## src/common/guard_timer_pkg.sv

```systemverilog
//==============================================================
// Purpose : Constants and types for the watchdog / interval timer
// Assumes : 25 MHz bus clock, 32 kHz low-speed tick from a pin
// Notes   : Register indices are word indices, byte address = 4 x index
package guard_timer_pkg;

    //==========================================================
    // Register map
    localparam logic [7:0]  CTRL_IDX      = 8'hc9;
    localparam logic [7:0]  IRQ_IDX       = 8'hca;
    localparam logic [11:0] CTRL_ADDR     = {2'h0, CTRL_IDX, 2'h0};
    localparam logic [11:0] IRQ_ADDR      = {2'h0, IRQ_IDX, 2'h0};
    localparam int          ADDR_W        = 12;

    //==========================================================
    // Control register fields
    localparam int          CLR_LSB       = 4;
    localparam int          MODE_LSB      = 2;
    localparam int          INT_LSB       = 0;
    localparam logic [3:0]  CLR_RESET     = 4'h0;
    localparam logic [1:0]  INT_RESET     = 2'h0;
    localparam logic [3:0]  CLEAR_KEY_ONE = 4'ha;
    localparam logic [3:0]  CLEAR_KEY_TWO = 4'h5;

    // Interrupt register fields
    localparam int          FLAG_BIT      = 0;
    localparam int          EN_BIT        = 1;
    localparam int          RSTREQ_BIT    = 2;

    //==========================================================
    // Counter and intervals, in low-speed clock periods
    localparam int          CNT_W         = 15;
    localparam logic [14:0] TERM_SEL0     = 15'h7ff1;
    localparam logic [14:0] TERM_SEL1     = 15'h2000;
    localparam logic [14:0] TERM_SEL2     = 15'h0200;
    localparam logic [14:0] TERM_SEL3     = 15'h0040;
    localparam logic [14:0] CNT_RESET     = 15'h0000;

    //==========================================================
    // Mode codes, usual path idle -> watchdog / timer
    typedef enum logic [1:0] {
        MODE_IDLE = 2'b00,
        MODE_WD   = 2'b10,
        MODE_TM   = 2'b11
    } mode_t;

    // Bus request latched at the address phase
    typedef struct packed {
        logic ctrl_wr;
        logic irq_wr;
        logic ctrl_rd;
    } bus_req_t;

endpackage

```

## src/core/guard_timer.sv

```systemverilog
//==============================================================
// Purpose : Watchdog / interval timer behind an AHB-Lite slave port
// Assumes : ls_clk_pin is a free 32 kHz level from outside the domain
// Notes   : Zero wait state slave, always OKAY
//           Counter counts and pending clear keys expire only on synchronised low-speed ticks
//           Interval is taken only with the write that starts a mode
// Function
// Reset leaves block idle; mode 10 starts watchdog counting from zero.
// Running watchdog ignores mode 00 and 01; cannot be disabled.
// Interval field selects 32753, 8192, 512 or 64 periods.
// Watchdog reaching interval count raises system reset request.
// Key 0xA then 0x5 within one tick zeroes watchdog counter.
// Interval selection frozen while watchdog runs.
// No interrupt request ever while in watchdog mode.
// Mode 11 starts timer mode counting from zero.
// Timer reaching interval sets flag, gated by enable, never resets.
// In timer mode clear bit 0 zeroes counter, keeps running.
// Timer mode with mode 00 stops and zeroes counter.
// New interval accepted only from idle, with the start write.
// After watchdog entry, timer mode refused until chip reset.
// Clear field writes while idle leave counter untouched.
// Software stops timer before starting watchdog mode.
// Clear field is write-only, reads zero, resets to zero.
// Mode codes: 00 idle, 01 reserved, 10 watchdog, 11 timer.
// Counter is 15 bits, hidden, ticked at 32 kHz, retained.
// Wrong second key or late second key discards pending clear.
// Low-speed tick synchronised into bus clock domain.
module guard_timer #(
    parameter int CNT_W = guard_timer_pkg::CNT_W
) (
    input  wire logic        hclk,
    input  wire logic        hresetn,
    input  wire logic        hsel,
    input  wire logic [31:0] haddr,
    input  wire logic [1:0]  htrans,
    input  wire logic        hwrite,
    input  wire logic [2:0]  hsize,
    input  wire logic [31:0] hwdata,
    input  wire logic        hready,
    output logic             hreadyout,
    output logic [31:0]      hrdata,
    output logic             hresp,
    input  wire logic        ls_clk_pin,
    output logic             sys_reset_req,
    output logic             timer_irq
);

    //==========================================================
    // Interval decode
    function automatic logic [CNT_W-1:0] term_of(input logic [1:0] sel);
        logic [CNT_W-1:0] t;
        unique case (sel)
            2'h0: t = CNT_W'(guard_timer_pkg::TERM_SEL0);
            2'h1: t = CNT_W'(guard_timer_pkg::TERM_SEL1);
            2'h2: t = CNT_W'(guard_timer_pkg::TERM_SEL2);
            2'h3: t = CNT_W'(guard_timer_pkg::TERM_SEL3);
        endcase
        return t;
    endfunction

    //==========================================================
    // State
    guard_timer_pkg::mode_t    mode_r;
    guard_timer_pkg::mode_t    mode_nxt;
    guard_timer_pkg::bus_req_t req_r;
    guard_timer_pkg::bus_req_t req_nxt;
    logic [1:0]                interval_r;
    logic [1:0]                interval_nxt;
    logic [CNT_W-1:0]          count_r;
    logic [CNT_W-1:0]          count_nxt;
    logic [2:0]                ls_sync_r;
    logic                      armed_r;
    logic                      armed_nxt;
    logic                      aged_r;
    logic                      aged_nxt;
    logic                      wd_seen_r;
    logic                      flag_r;
    logic                      flag_nxt;
    logic                      irq_en_r;
    logic                      irq_en_nxt;
    logic                      rst_req_r;
    logic                      rst_req_nxt;
    logic [31:0]               rdata_nxt;

    //==========================================================
    // Low-speed tick: two-stage sync then edge detect
    // Third stage feeds only the edge detector
    always_ff @(posedge hclk or negedge hresetn) begin
        if (!hresetn) begin
            ls_sync_r <= 3'h0;
        end else begin
            ls_sync_r <= {ls_sync_r[1:0], ls_clk_pin};
        end
    end

    // One bus-clock pulse per low-speed rising edge
    wire tick = ls_sync_r[1] & ~ls_sync_r[2];

    //==========================================================
    // AHB-Lite address phase decode
    // Upper address bits are not decoded
    wire              addr_ok   = hsel & htrans[1] & hready;
    wire [11:0]       addr_lo   = haddr[11:0];
    wire              hit_ctrl  = addr_ok & (addr_lo == guard_timer_pkg::CTRL_ADDR);
    wire              hit_irq   = addr_ok & (addr_lo == guard_timer_pkg::IRQ_ADDR);

    // Address phase held over for the data phase
    assign req_nxt.ctrl_wr = hit_ctrl & hwrite;
    assign req_nxt.irq_wr  = hit_irq & hwrite;
    assign req_nxt.ctrl_rd = hit_ctrl & ~hwrite;

    // Data phase write fields
    wire [3:0]        wr_clr    = hwdata[guard_timer_pkg::CLR_LSB +: 4];
    wire [1:0]        wr_mode   = hwdata[guard_timer_pkg::MODE_LSB +: 2];
    wire [1:0]        wr_int    = hwdata[guard_timer_pkg::INT_LSB +: 2];
    wire              ctrl_wr   = req_r.ctrl_wr;
    wire              irq_wr    = req_r.irq_wr;

    //==========================================================
    // Mode control
    // Leaves idle on a start, timer returns to idle on 00
    wire in_idle  = (mode_r == guard_timer_pkg::MODE_IDLE);
    wire in_wd    = (mode_r == guard_timer_pkg::MODE_WD);
    wire in_tm    = (mode_r == guard_timer_pkg::MODE_TM);
    wire go_wd    = in_idle & ctrl_wr & (wr_mode == guard_timer_pkg::MODE_WD);
    wire go_tm    = in_idle & ctrl_wr & (wr_mode == guard_timer_pkg::MODE_TM)
                    & ~wd_seen_r;
    wire stop_tm  = in_tm & ctrl_wr & (wr_mode == guard_timer_pkg::MODE_IDLE);
    wire start    = go_wd | go_tm;

    // Watchdog stays put; 01 and timer-to-watchdog are ignored
    assign mode_nxt = go_wd   ? guard_timer_pkg::MODE_WD :
                      go_tm   ? guard_timer_pkg::MODE_TM :
                      stop_tm ? guard_timer_pkg::MODE_IDLE :
                      mode_r;

    // Interval taken only with the start write
    assign interval_nxt = start ? wr_int : interval_r;

    //==========================================================
    // Counter
    // Terminal on the tick that reaches the interval count
    wire term_hit = ~in_idle & tick
                    & (count_r == term_of(interval_r) - CNT_W'(1));
    wire key_ok   = in_wd & ctrl_wr & armed_r
                    & (wr_clr == guard_timer_pkg::CLEAR_KEY_TWO);
    wire tm_clr   = in_tm & ctrl_wr & wr_clr[0];

    // Idle and stop win over keys, terminal and ticks
    assign count_nxt = (in_idle | stop_tm)   ? CNT_W'(guard_timer_pkg::CNT_RESET) :
                       (key_ok | tm_clr)     ? CNT_W'(guard_timer_pkg::CNT_RESET) :
                       term_hit              ? CNT_W'(guard_timer_pkg::CNT_RESET) :
                       tick                  ? count_r + CNT_W'(1) :
                       count_r;

    // Clear key sequence: a write disarms unless it is the first key,
    // a second tick after arming expires it
    assign armed_nxt = (in_wd & ctrl_wr) ? (wr_clr == guard_timer_pkg::CLEAR_KEY_ONE) :
                       (tick & aged_r)   ? 1'b0 :
                       armed_r;
    assign aged_nxt  = (in_wd & ctrl_wr) ? 1'b0 :
                       (tick & armed_r)  ? 1'b1 :
                       aged_r;

    //==========================================================
    // Events: set wins over clear
    // Reset request holds until the block is reset
    assign rst_req_nxt = rst_req_r | (in_wd & term_hit);
    // Flag always records; enable gates only the pin
    assign flag_nxt    = (in_tm & term_hit) |
                         (flag_r & ~(irq_wr & hwdata[guard_timer_pkg::FLAG_BIT]));
    assign irq_en_nxt  = irq_wr ? hwdata[guard_timer_pkg::EN_BIT] : irq_en_r;

    //==========================================================
    // Read data, taken at the address phase with post-write values
    wire [7:0] ctrl_view = {guard_timer_pkg::CLR_RESET, mode_nxt, interval_nxt};
    wire [7:0] irq_view  = {5'h00, rst_req_nxt, irq_en_nxt, flag_nxt};

    assign rdata_nxt = (hit_ctrl & ~hwrite) ? {24'h000000, ctrl_view} :
                       (hit_irq & ~hwrite)  ? {24'h000000, irq_view} :
                       32'h00000000;

    //==========================================================
    // Registers
    always_ff @(posedge hclk or negedge hresetn) begin
        if (!hresetn) begin
            mode_r     <= guard_timer_pkg::MODE_IDLE;
            interval_r <= guard_timer_pkg::INT_RESET;
            count_r    <= CNT_W'(guard_timer_pkg::CNT_RESET);
            req_r      <= '0;
            armed_r    <= 1'b0;
            aged_r     <= 1'b0;
            wd_seen_r  <= 1'b0;
            flag_r     <= 1'b0;
            irq_en_r   <= 1'b0;
            rst_req_r  <= 1'b0;
        end else begin
            mode_r     <= mode_nxt;
            interval_r <= interval_nxt;
            count_r    <= count_nxt;
            req_r      <= req_nxt;
            armed_r    <= armed_nxt;
            aged_r     <= aged_nxt;
            wd_seen_r  <= wd_seen_r | go_wd;
            flag_r     <= flag_nxt;
            irq_en_r   <= irq_en_nxt;
            rst_req_r  <= rst_req_nxt;
        end
    end

    // Outputs
    // Interrupt masked in watchdog mode whatever flag and enable say
    always_ff @(posedge hclk or negedge hresetn) begin
        if (!hresetn) begin
            hreadyout     <= 1'b1;
            hresp         <= 1'b0;
            hrdata        <= 32'h00000000;
            sys_reset_req <= 1'b0;
            timer_irq     <= 1'b0;
        end else begin
            hreadyout     <= 1'b1;
            hresp         <= 1'b0;
            hrdata        <= rdata_nxt;
            sys_reset_req <= rst_req_nxt;
            timer_irq     <= flag_nxt & irq_en_nxt
                             & (mode_nxt != guard_timer_pkg::MODE_WD);
        end
    end

    //==========================================================
    // Checks
    a_wd_no_irq: assert property (@(posedge hclk) disable iff (!hresetn)
        (mode_r == guard_timer_pkg::MODE_WD) |-> !timer_irq)
        else $error("interrupt raised in watchdog mode");

    a_wd_mode_locked: assert property (@(posedge hclk) disable iff (!hresetn)
        (mode_r == guard_timer_pkg::MODE_WD) |=> (mode_r == guard_timer_pkg::MODE_WD))
        else $error("watchdog mode left");

    a_interval_frozen: assert property (@(posedge hclk) disable iff (!hresetn)
        (mode_r != guard_timer_pkg::MODE_IDLE) |=> $stable(interval_r))
        else $error("interval changed while running");

    a_wd_reset_req: assert property (@(posedge hclk) disable iff (!hresetn)
        (in_wd && tick && count_r == term_of(interval_r) - CNT_W'(1))
        |=> sys_reset_req [*3])
        else $error("no reset request on watchdog timeout");

    a_timer_no_reset: assert property (@(posedge hclk) disable iff (!hresetn)
        (!wd_seen_r && mode_r == guard_timer_pkg::MODE_TM) |-> !sys_reset_req)
        else $error("reset requested in timer mode");

    a_start_from_zero: assert property (@(posedge hclk) disable iff (!hresetn)
        (mode_r == guard_timer_pkg::MODE_IDLE ##1 mode_r != guard_timer_pkg::MODE_IDLE)
        |-> count_r == CNT_W'(0))
        else $error("counter not zero at start");

    a_idle_zero: assert property (@(posedge hclk) disable iff (!hresetn)
        (mode_r == guard_timer_pkg::MODE_IDLE) |-> count_r == CNT_W'(0))
        else $error("counter moved while idle");

    a_clear_reads_zero: assert property (@(posedge hclk) disable iff (!hresetn)
        req_r.ctrl_rd |-> hrdata[7:4] == 4'h0)
        else $error("clear field read non-zero");

    a_timer_flag_set: assert property (@(posedge hclk) disable iff (!hresetn)
        (in_tm && term_hit && irq_en_r && !irq_wr) |=> (flag_r && timer_irq))
        else $error("timer interval did not raise interrupt");

    a_key_clears: assert property (@(posedge hclk) disable iff (!hresetn)
        key_ok |=> count_r == CNT_W'(0))
        else $error("key sequence did not clear counter");

    a_timer_refused: assert property (@(posedge hclk) disable iff (!hresetn)
        wd_seen_r |-> mode_r != guard_timer_pkg::MODE_TM)
        else $error("timer mode entered after watchdog");

    // Mode entry and exit
    a_wd_entry: assert property (@(posedge hclk) disable iff (!hresetn)
        go_wd |=> (mode_r == guard_timer_pkg::MODE_WD && count_r == CNT_W'(0)))
        else $error("watchdog not entered from zero");

    a_tm_entry: assert property (@(posedge hclk) disable iff (!hresetn)
        go_tm |=> (mode_r == guard_timer_pkg::MODE_TM && count_r == CNT_W'(0)))
        else $error("timer not entered from zero");

    a_rsvd_ignored: assert property (@(posedge hclk) disable iff (!hresetn)
        (in_idle && ctrl_wr && wr_mode == 2'h1) |=> (mode_r == guard_timer_pkg::MODE_IDLE))
        else $error("reserved mode code accepted");

    a_timer_stop: assert property (@(posedge hclk) disable iff (!hresetn)
        stop_tm |=> (mode_r == guard_timer_pkg::MODE_IDLE && count_r == CNT_W'(0)))
        else $error("timer not stopped and zeroed");

    a_tm_to_wd: assert property (@(posedge hclk) disable iff (!hresetn)
        (in_tm && ctrl_wr && wr_mode == 2'h2) |=> (mode_r == guard_timer_pkg::MODE_TM))
        else $error("watchdog entered straight from timer");

    // Counter behaviour
    a_timer_clear: assert property (@(posedge hclk) disable iff (!hresetn)
        tm_clr |=> count_r == CNT_W'(0))
        else $error("timer clear bit did not zero counter");

    a_count_hold: assert property (@(posedge hclk) disable iff (!hresetn)
        (!tick && !ctrl_wr) |=> $stable(count_r))
        else $error("counter moved without a tick");

    a_count_step: assert property (@(posedge hclk) disable iff (!hresetn)
        (in_tm && tick && !ctrl_wr && !term_hit) |=> count_r == $past(count_r) + CNT_W'(1))
        else $error("counter did not advance on tick");

    // Clear key sequence
    a_key_armed: assert property (@(posedge hclk) disable iff (!hresetn)
        (in_wd && ctrl_wr && wr_clr == guard_timer_pkg::CLEAR_KEY_ONE) |=> armed_r)
        else $error("first key did not arm clear");

    a_clear_discard: assert property (@(posedge hclk) disable iff (!hresetn)
        (in_wd && ctrl_wr && wr_clr != guard_timer_pkg::CLEAR_KEY_ONE) |=> !armed_r)
        else $error("pending clear kept after other write");

    a_clear_expire: assert property (@(posedge hclk) disable iff (!hresetn)
        (tick && aged_r && !ctrl_wr) |=> !armed_r)
        else $error("pending clear kept past one tick");

    // Events
    a_rst_sticky: assert property (@(posedge hclk) disable iff (!hresetn)
        sys_reset_req |=> sys_reset_req)
        else $error("reset request dropped");

    a_rst_only_wd: assert property (@(posedge hclk) disable iff (!hresetn)
        (!in_wd && !sys_reset_req) |=> !sys_reset_req)
        else $error("reset request outside watchdog mode");

    a_irq_gated: assert property (@(posedge hclk) disable iff (!hresetn)
        timer_irq |-> (flag_r && irq_en_r))
        else $error("interrupt without flag and enable");

    a_flag_set_wins: assert property (@(posedge hclk) disable iff (!hresetn)
        (in_tm && term_hit) |=> flag_r)
        else $error("flag lost on timer interval");

    a_flag_hold: assert property (@(posedge hclk) disable iff (!hresetn)
        (!(in_tm && term_hit) && !irq_wr) |=> $stable(flag_r))
        else $error("flag changed without event or write");

endmodule

```

## config.mk

```make
export PLATFORM = sky130hd
export DESIGN_NAME = guard_timer
export DESIGN_NICKNAME = d
export VERILOG_FILES = /design/src/common/guard_timer_pkg.sv /design/src/core/guard_timer.sv
export SDC_FILE = /design/constraint.sdc
export NUM_CORES = 1
export LEC_CHECK = 0
export BUFFER_PORTS_ARGS = -buffer_cell sky130_fd_sc_hd__buf_4
export CORE_ASPECT_RATIO = 2
export CORE_MARGIN = 5
export CORE_UTILIZATION = 45
export CTS_BUF_LIST = sky130_fd_sc_hd__clkbuf_16
export DETAILED_ROUTE_END_ITERATION = 7
export PLACE_DENSITY = 0.81
export RECOVER_POWER = 50
export SLEW_MARGIN = 20
export SYNTH_ARGS = -nofsm -noshare
export SYNTH_HDL_FRONTEND = slang
export SYNTH_SLANG_ARGS = --single-unit
```

## constraint.sdc

```tcl
create_clock -name hclk -period 2.7 [get_ports hclk]
set_input_delay 0 -clock hclk [delete_from_list [all_inputs] [get_ports hclk]]
set_output_delay 0 -clock hclk [all_outputs]
set_load 0.01 [all_outputs]
```

==> flow_summary_export.csv <==
group,metric,value,unit
outcome,status,"finished with violations",
place,place.port_buffers,32,
clock_tree,worstSkewPairLatency,0.28,ns
critical_path,rrSetupSlack,0.49,ns
drt,routed_wl,4140,um
critical_path,regToRegStartpoint,"interval_r[1]",
drt,routedWlPerCell,14.0,um
global_route,track_usage,0.152,
finish,antenna_cells,0,
pwr,power.internal,899,uW
timing,relSlewSlack,-0.282,
clock_tree,cts.sinks,35,
floorplanning,pin_count,111,
clock_tree,cts_made_buffers,5,
timing,finalCritPeriodShare,0.819,
min_path,holdPathEnd,"wd_seen_r",
drt,vias_per_cell,5.04,
timing,clock_skew,0.00417,ns
clock_tree,clkTransAtPathRegs,0.05,ns
critical_path,cp_cell_sequence,"or2b_1 -> ha_1 -> a2111oi_2 -> nand3_1 -> nor2_2 -> a311o_4 -> nor2_1",
pwr,combPwrFrac,0.071,
drt,vias,1497,
critical_path,cp.required,2.85,ns
synthesis,avgSynthCellArea,10.1,um^2
job,drv_cap,1,
synthesis,netlist_area,2040,um^2
timing,rsz0062_at_grt,"no",
timing,setup_tns,0,ns
min_path,hp-start,"hwdata[3]",
drt,drtPass1Iterations,4,
clock_tree,htreeDepth,2,
synthesis,ys_seq_elements,35,
pwr,seqPwrFrac,0.458,
timing,finalSetupViolCount,0,
min_path,hold_path_depth,3,
critical_path,arrival,2.37,ns
outcome,failed_checks,"max-capacitance violations, max-slew violations",
drt,drt_iter0_drc,17,
global_route,antenna_found_initial,0,
synthesis,synth-seq-area-share,0.430,
place,place_area,2200,um^2
floorplanning,die_h,105,um
min_path,hold_class,"primary input to register",
critical_path,critPathMaxFanout,15,
global_route,grt_pass1_wl,7140,um
synthesis,syn_inst,202,
floorplanning,rows,34,
critical_path,reg2reg_to,"count_r[10]",
critical_path,cp-start-kind,"register",
pwr,peakVddDrop,0.000421,V
timing,timing_hold_violations_final,0,
pwr,p_per_area,484,nW/um^2
synthesis,synth.distinct_cells,49,
finish,nNetsFinal,319,
drt,drt_drc_violations_left,0,
synthesis,synthArstFlopShare,1.00,
clock_tree,clockRootBuffer,"clkbuf_16",
synthesis,yosys_most_used_dff,"dfrtp_1",
finish,drive_above_1_share,0.243,
pwr,pwr-share-clk,0.471,
timing,worst_slew_pin_slew,1.92,ns
clock_tree,ctsLongestPathBuffers,2,
synthesis,synth_edf_count,0,
synthesis,ys_warn_count,0,
critical_path,critical-path-max-stage-delay,0.47,ns
floorplanning,initial_core_util,0.465,
place,hpwl,3210,um
floorplanning,dieArea,6050,um^2
finish,syn_to_final_growth,17.6,%
floorplanning,core,4380,um^2
critical_path,crit_type,"register to register",
global_route,grt-ovfl-total,0,
pwr,swShare,0.224,
global_route,grt_pass1_vias,1581,
critical_path,r2r_cells,7,
finish,fin_area,2390,um^2
critical_path,end_kind,"register",
place,place.gp.congestion,0.876,
clock_tree,cts_setup_buffers,0,
pwr,leakagePower,0.00112,uW
drt,ant_nets,0,
floorplanning,fp.dieW,57.6,um
timing,final-max-slew-violation-count,36,
critical_path,cp_slowest_cell,"dfrtp_1",
timing,period_needed,2.21,ns
clock_tree,cts_tree,"yes",
pwr,p_sw,259,uW
global_route,grt_max_degree,36,
timing,fmax,452,MHz
==> worst max path at each step <==
stage / startpoint / endpoint / slack, ns / cells after the start
final: interval_r[1] / count_r[10] / 0.49 / 7
after global routing: interval_r[1] / count_r[14] / 0.33 / 7
after CTS: interval_r[1] / count_r[14] / 0.49 / 7
after detailed placement: interval_r[1] / count_r[14] / 0.50 / 7
after global placement: interval_r[1] / count_r[13] / 0.54 / 7
after floorplan: interval_r[0] / count_r[6] / 0.76 / 8
==> power groups by stage <==
stage	registers, uW	logic (uW)	clock network, uW
after floorplan	539	62.5	0
after global placement	540	73.6	0
after detailed placement	540	74.9	0
final	531	82.1	545
after global routing	530	92.0	584
after CTS	530	82.3	557
==> cell type report <==
class / instances / area, um^2
Clock buffer: 5 / 125
Tap cell: 54 / 67.6
Clock inverter: 3 / 15.0
Inverter: 5 / 18.8
Sequential cell: 35 / 876
Multi-Input combinational cell: 156 / 988
Timing Repair Buffer: 39 / 304
Fill cell: 390 / 1990
==> state kept, by name (all words and copies together) (netlist names) <==
| signal | cells |
|---|---|
| flag_r | 1 |
| ctrl_wr | 1 |
| hrdata | 4 |
| armed_r | 1 |
| count_r | 15 |
| timer_irq | 1 |
| ls_sync_r | 3 |
| rst_req_r | 1 |
| wd_seen_r | 1 |
| interval_r | 2 |
| irq_wr | 1 |
| aged_r | 1 |
| irq_en_r | 1 |
| mode_r | 2 |
==> per-layer routing <==
metal / vias up / part of all wire / global-route usage
met1: 713 / 0.32 / 0.143
li1: 710 / - / -
met3: 12 / 0.067 / 0.0383
met2: 62 / 0.58 / 0.282
met4: 0 / 0.032 / 0.0846
met5: - / 0 / 0
==> layout by cell type, fill, tap and decap left out, drive strengths merged, types with 3 or more instances in the layout <==
| cell type | n |
|---|---|
| nor3 | 3 |
| nor2 | 26 |
| clkbuf | 7 |
| and3 | 5 |
| nand4 | 4 |
| a21oi | 6 |
| inv | 5 |
| nor4 | 4 |
| xnor2 | 5 |
| nor2b | 4 |
| conb | 30 |
| dfrtp | 35 |
| buf | 31 |
| nand2 | 19 |
| dlygate4sd3 | 6 |
| nand3 | 9 |
| xor2 | 10 |
==> stage by stage <==
stage	hold WS (ns)	cells	total power (uW)	setup WS, ns	utilization
floorplan	-0.296	230	602	0.757	-
global placement	-0.0265	283	613	0.543	0.502
detailed placement	-0.0159	283	615	0.501	0.502
CTS	0.0230	297	1170	0.491	0.547
global route	0.0414	297	1210	0.329	0.547
finish	0.0250	297	1160	0.487	0.547
==> critical path, delay by kind of cell (launching register included) <==
family	cells	cell delay, ns
compound gates	2	0.64
fa+ha+maj	1	0.22
flops	1	0.47
simple gates	4	0.76
==> Yosys cell counts (all sizes together) (2+ instances only) <==
library cell,instances,area (um^2)
xor2,10,87.6
ha,2,25.0
dfrtp,35,876
xnor2,5,43.8
mux2i,2,20.0
buf,32,250
nand3,9,45.0
o21ai,2,10.0
a21o,2,15.0
clkbuf,2,7.51
nor4,4,31.3
mux2,2,22.5
nor2,26,143
and3,5,36.3
nand4,4,25.0
nand2,19,71.3
inv,5,18.8
nor3,3,20.0
conb,2,7.51
a21oi,6,30.0
nor2b,4,25.0
==> what timing repair did <==
action,CTS,global route
hold buffers,6,0
gates resized for setup,0,0
hold endpoints to repair,42,0
==> logic make-up (layout without fill, tap and decap cells) <==
logic type | count (synthesis) | count (layout) | share of synthesized area
and+or+nand+nor | 82 | 82 | 0.227
buffers and inverters | 39 | 52 | 0.136
DFF | 35 | 35 | 0.430
AOI/OAI and AO/OA | 23 | 23 | 0.105
xor gates and xnor gates | 15 | 15 | 0.0645
muxes | 4 | 4 | 0.0209
adders and majority gates | 2 | 2 | 0.0123
other | 2 | 30 | 0.00369
Note: power is estimated with default switching activity, not from simulation.
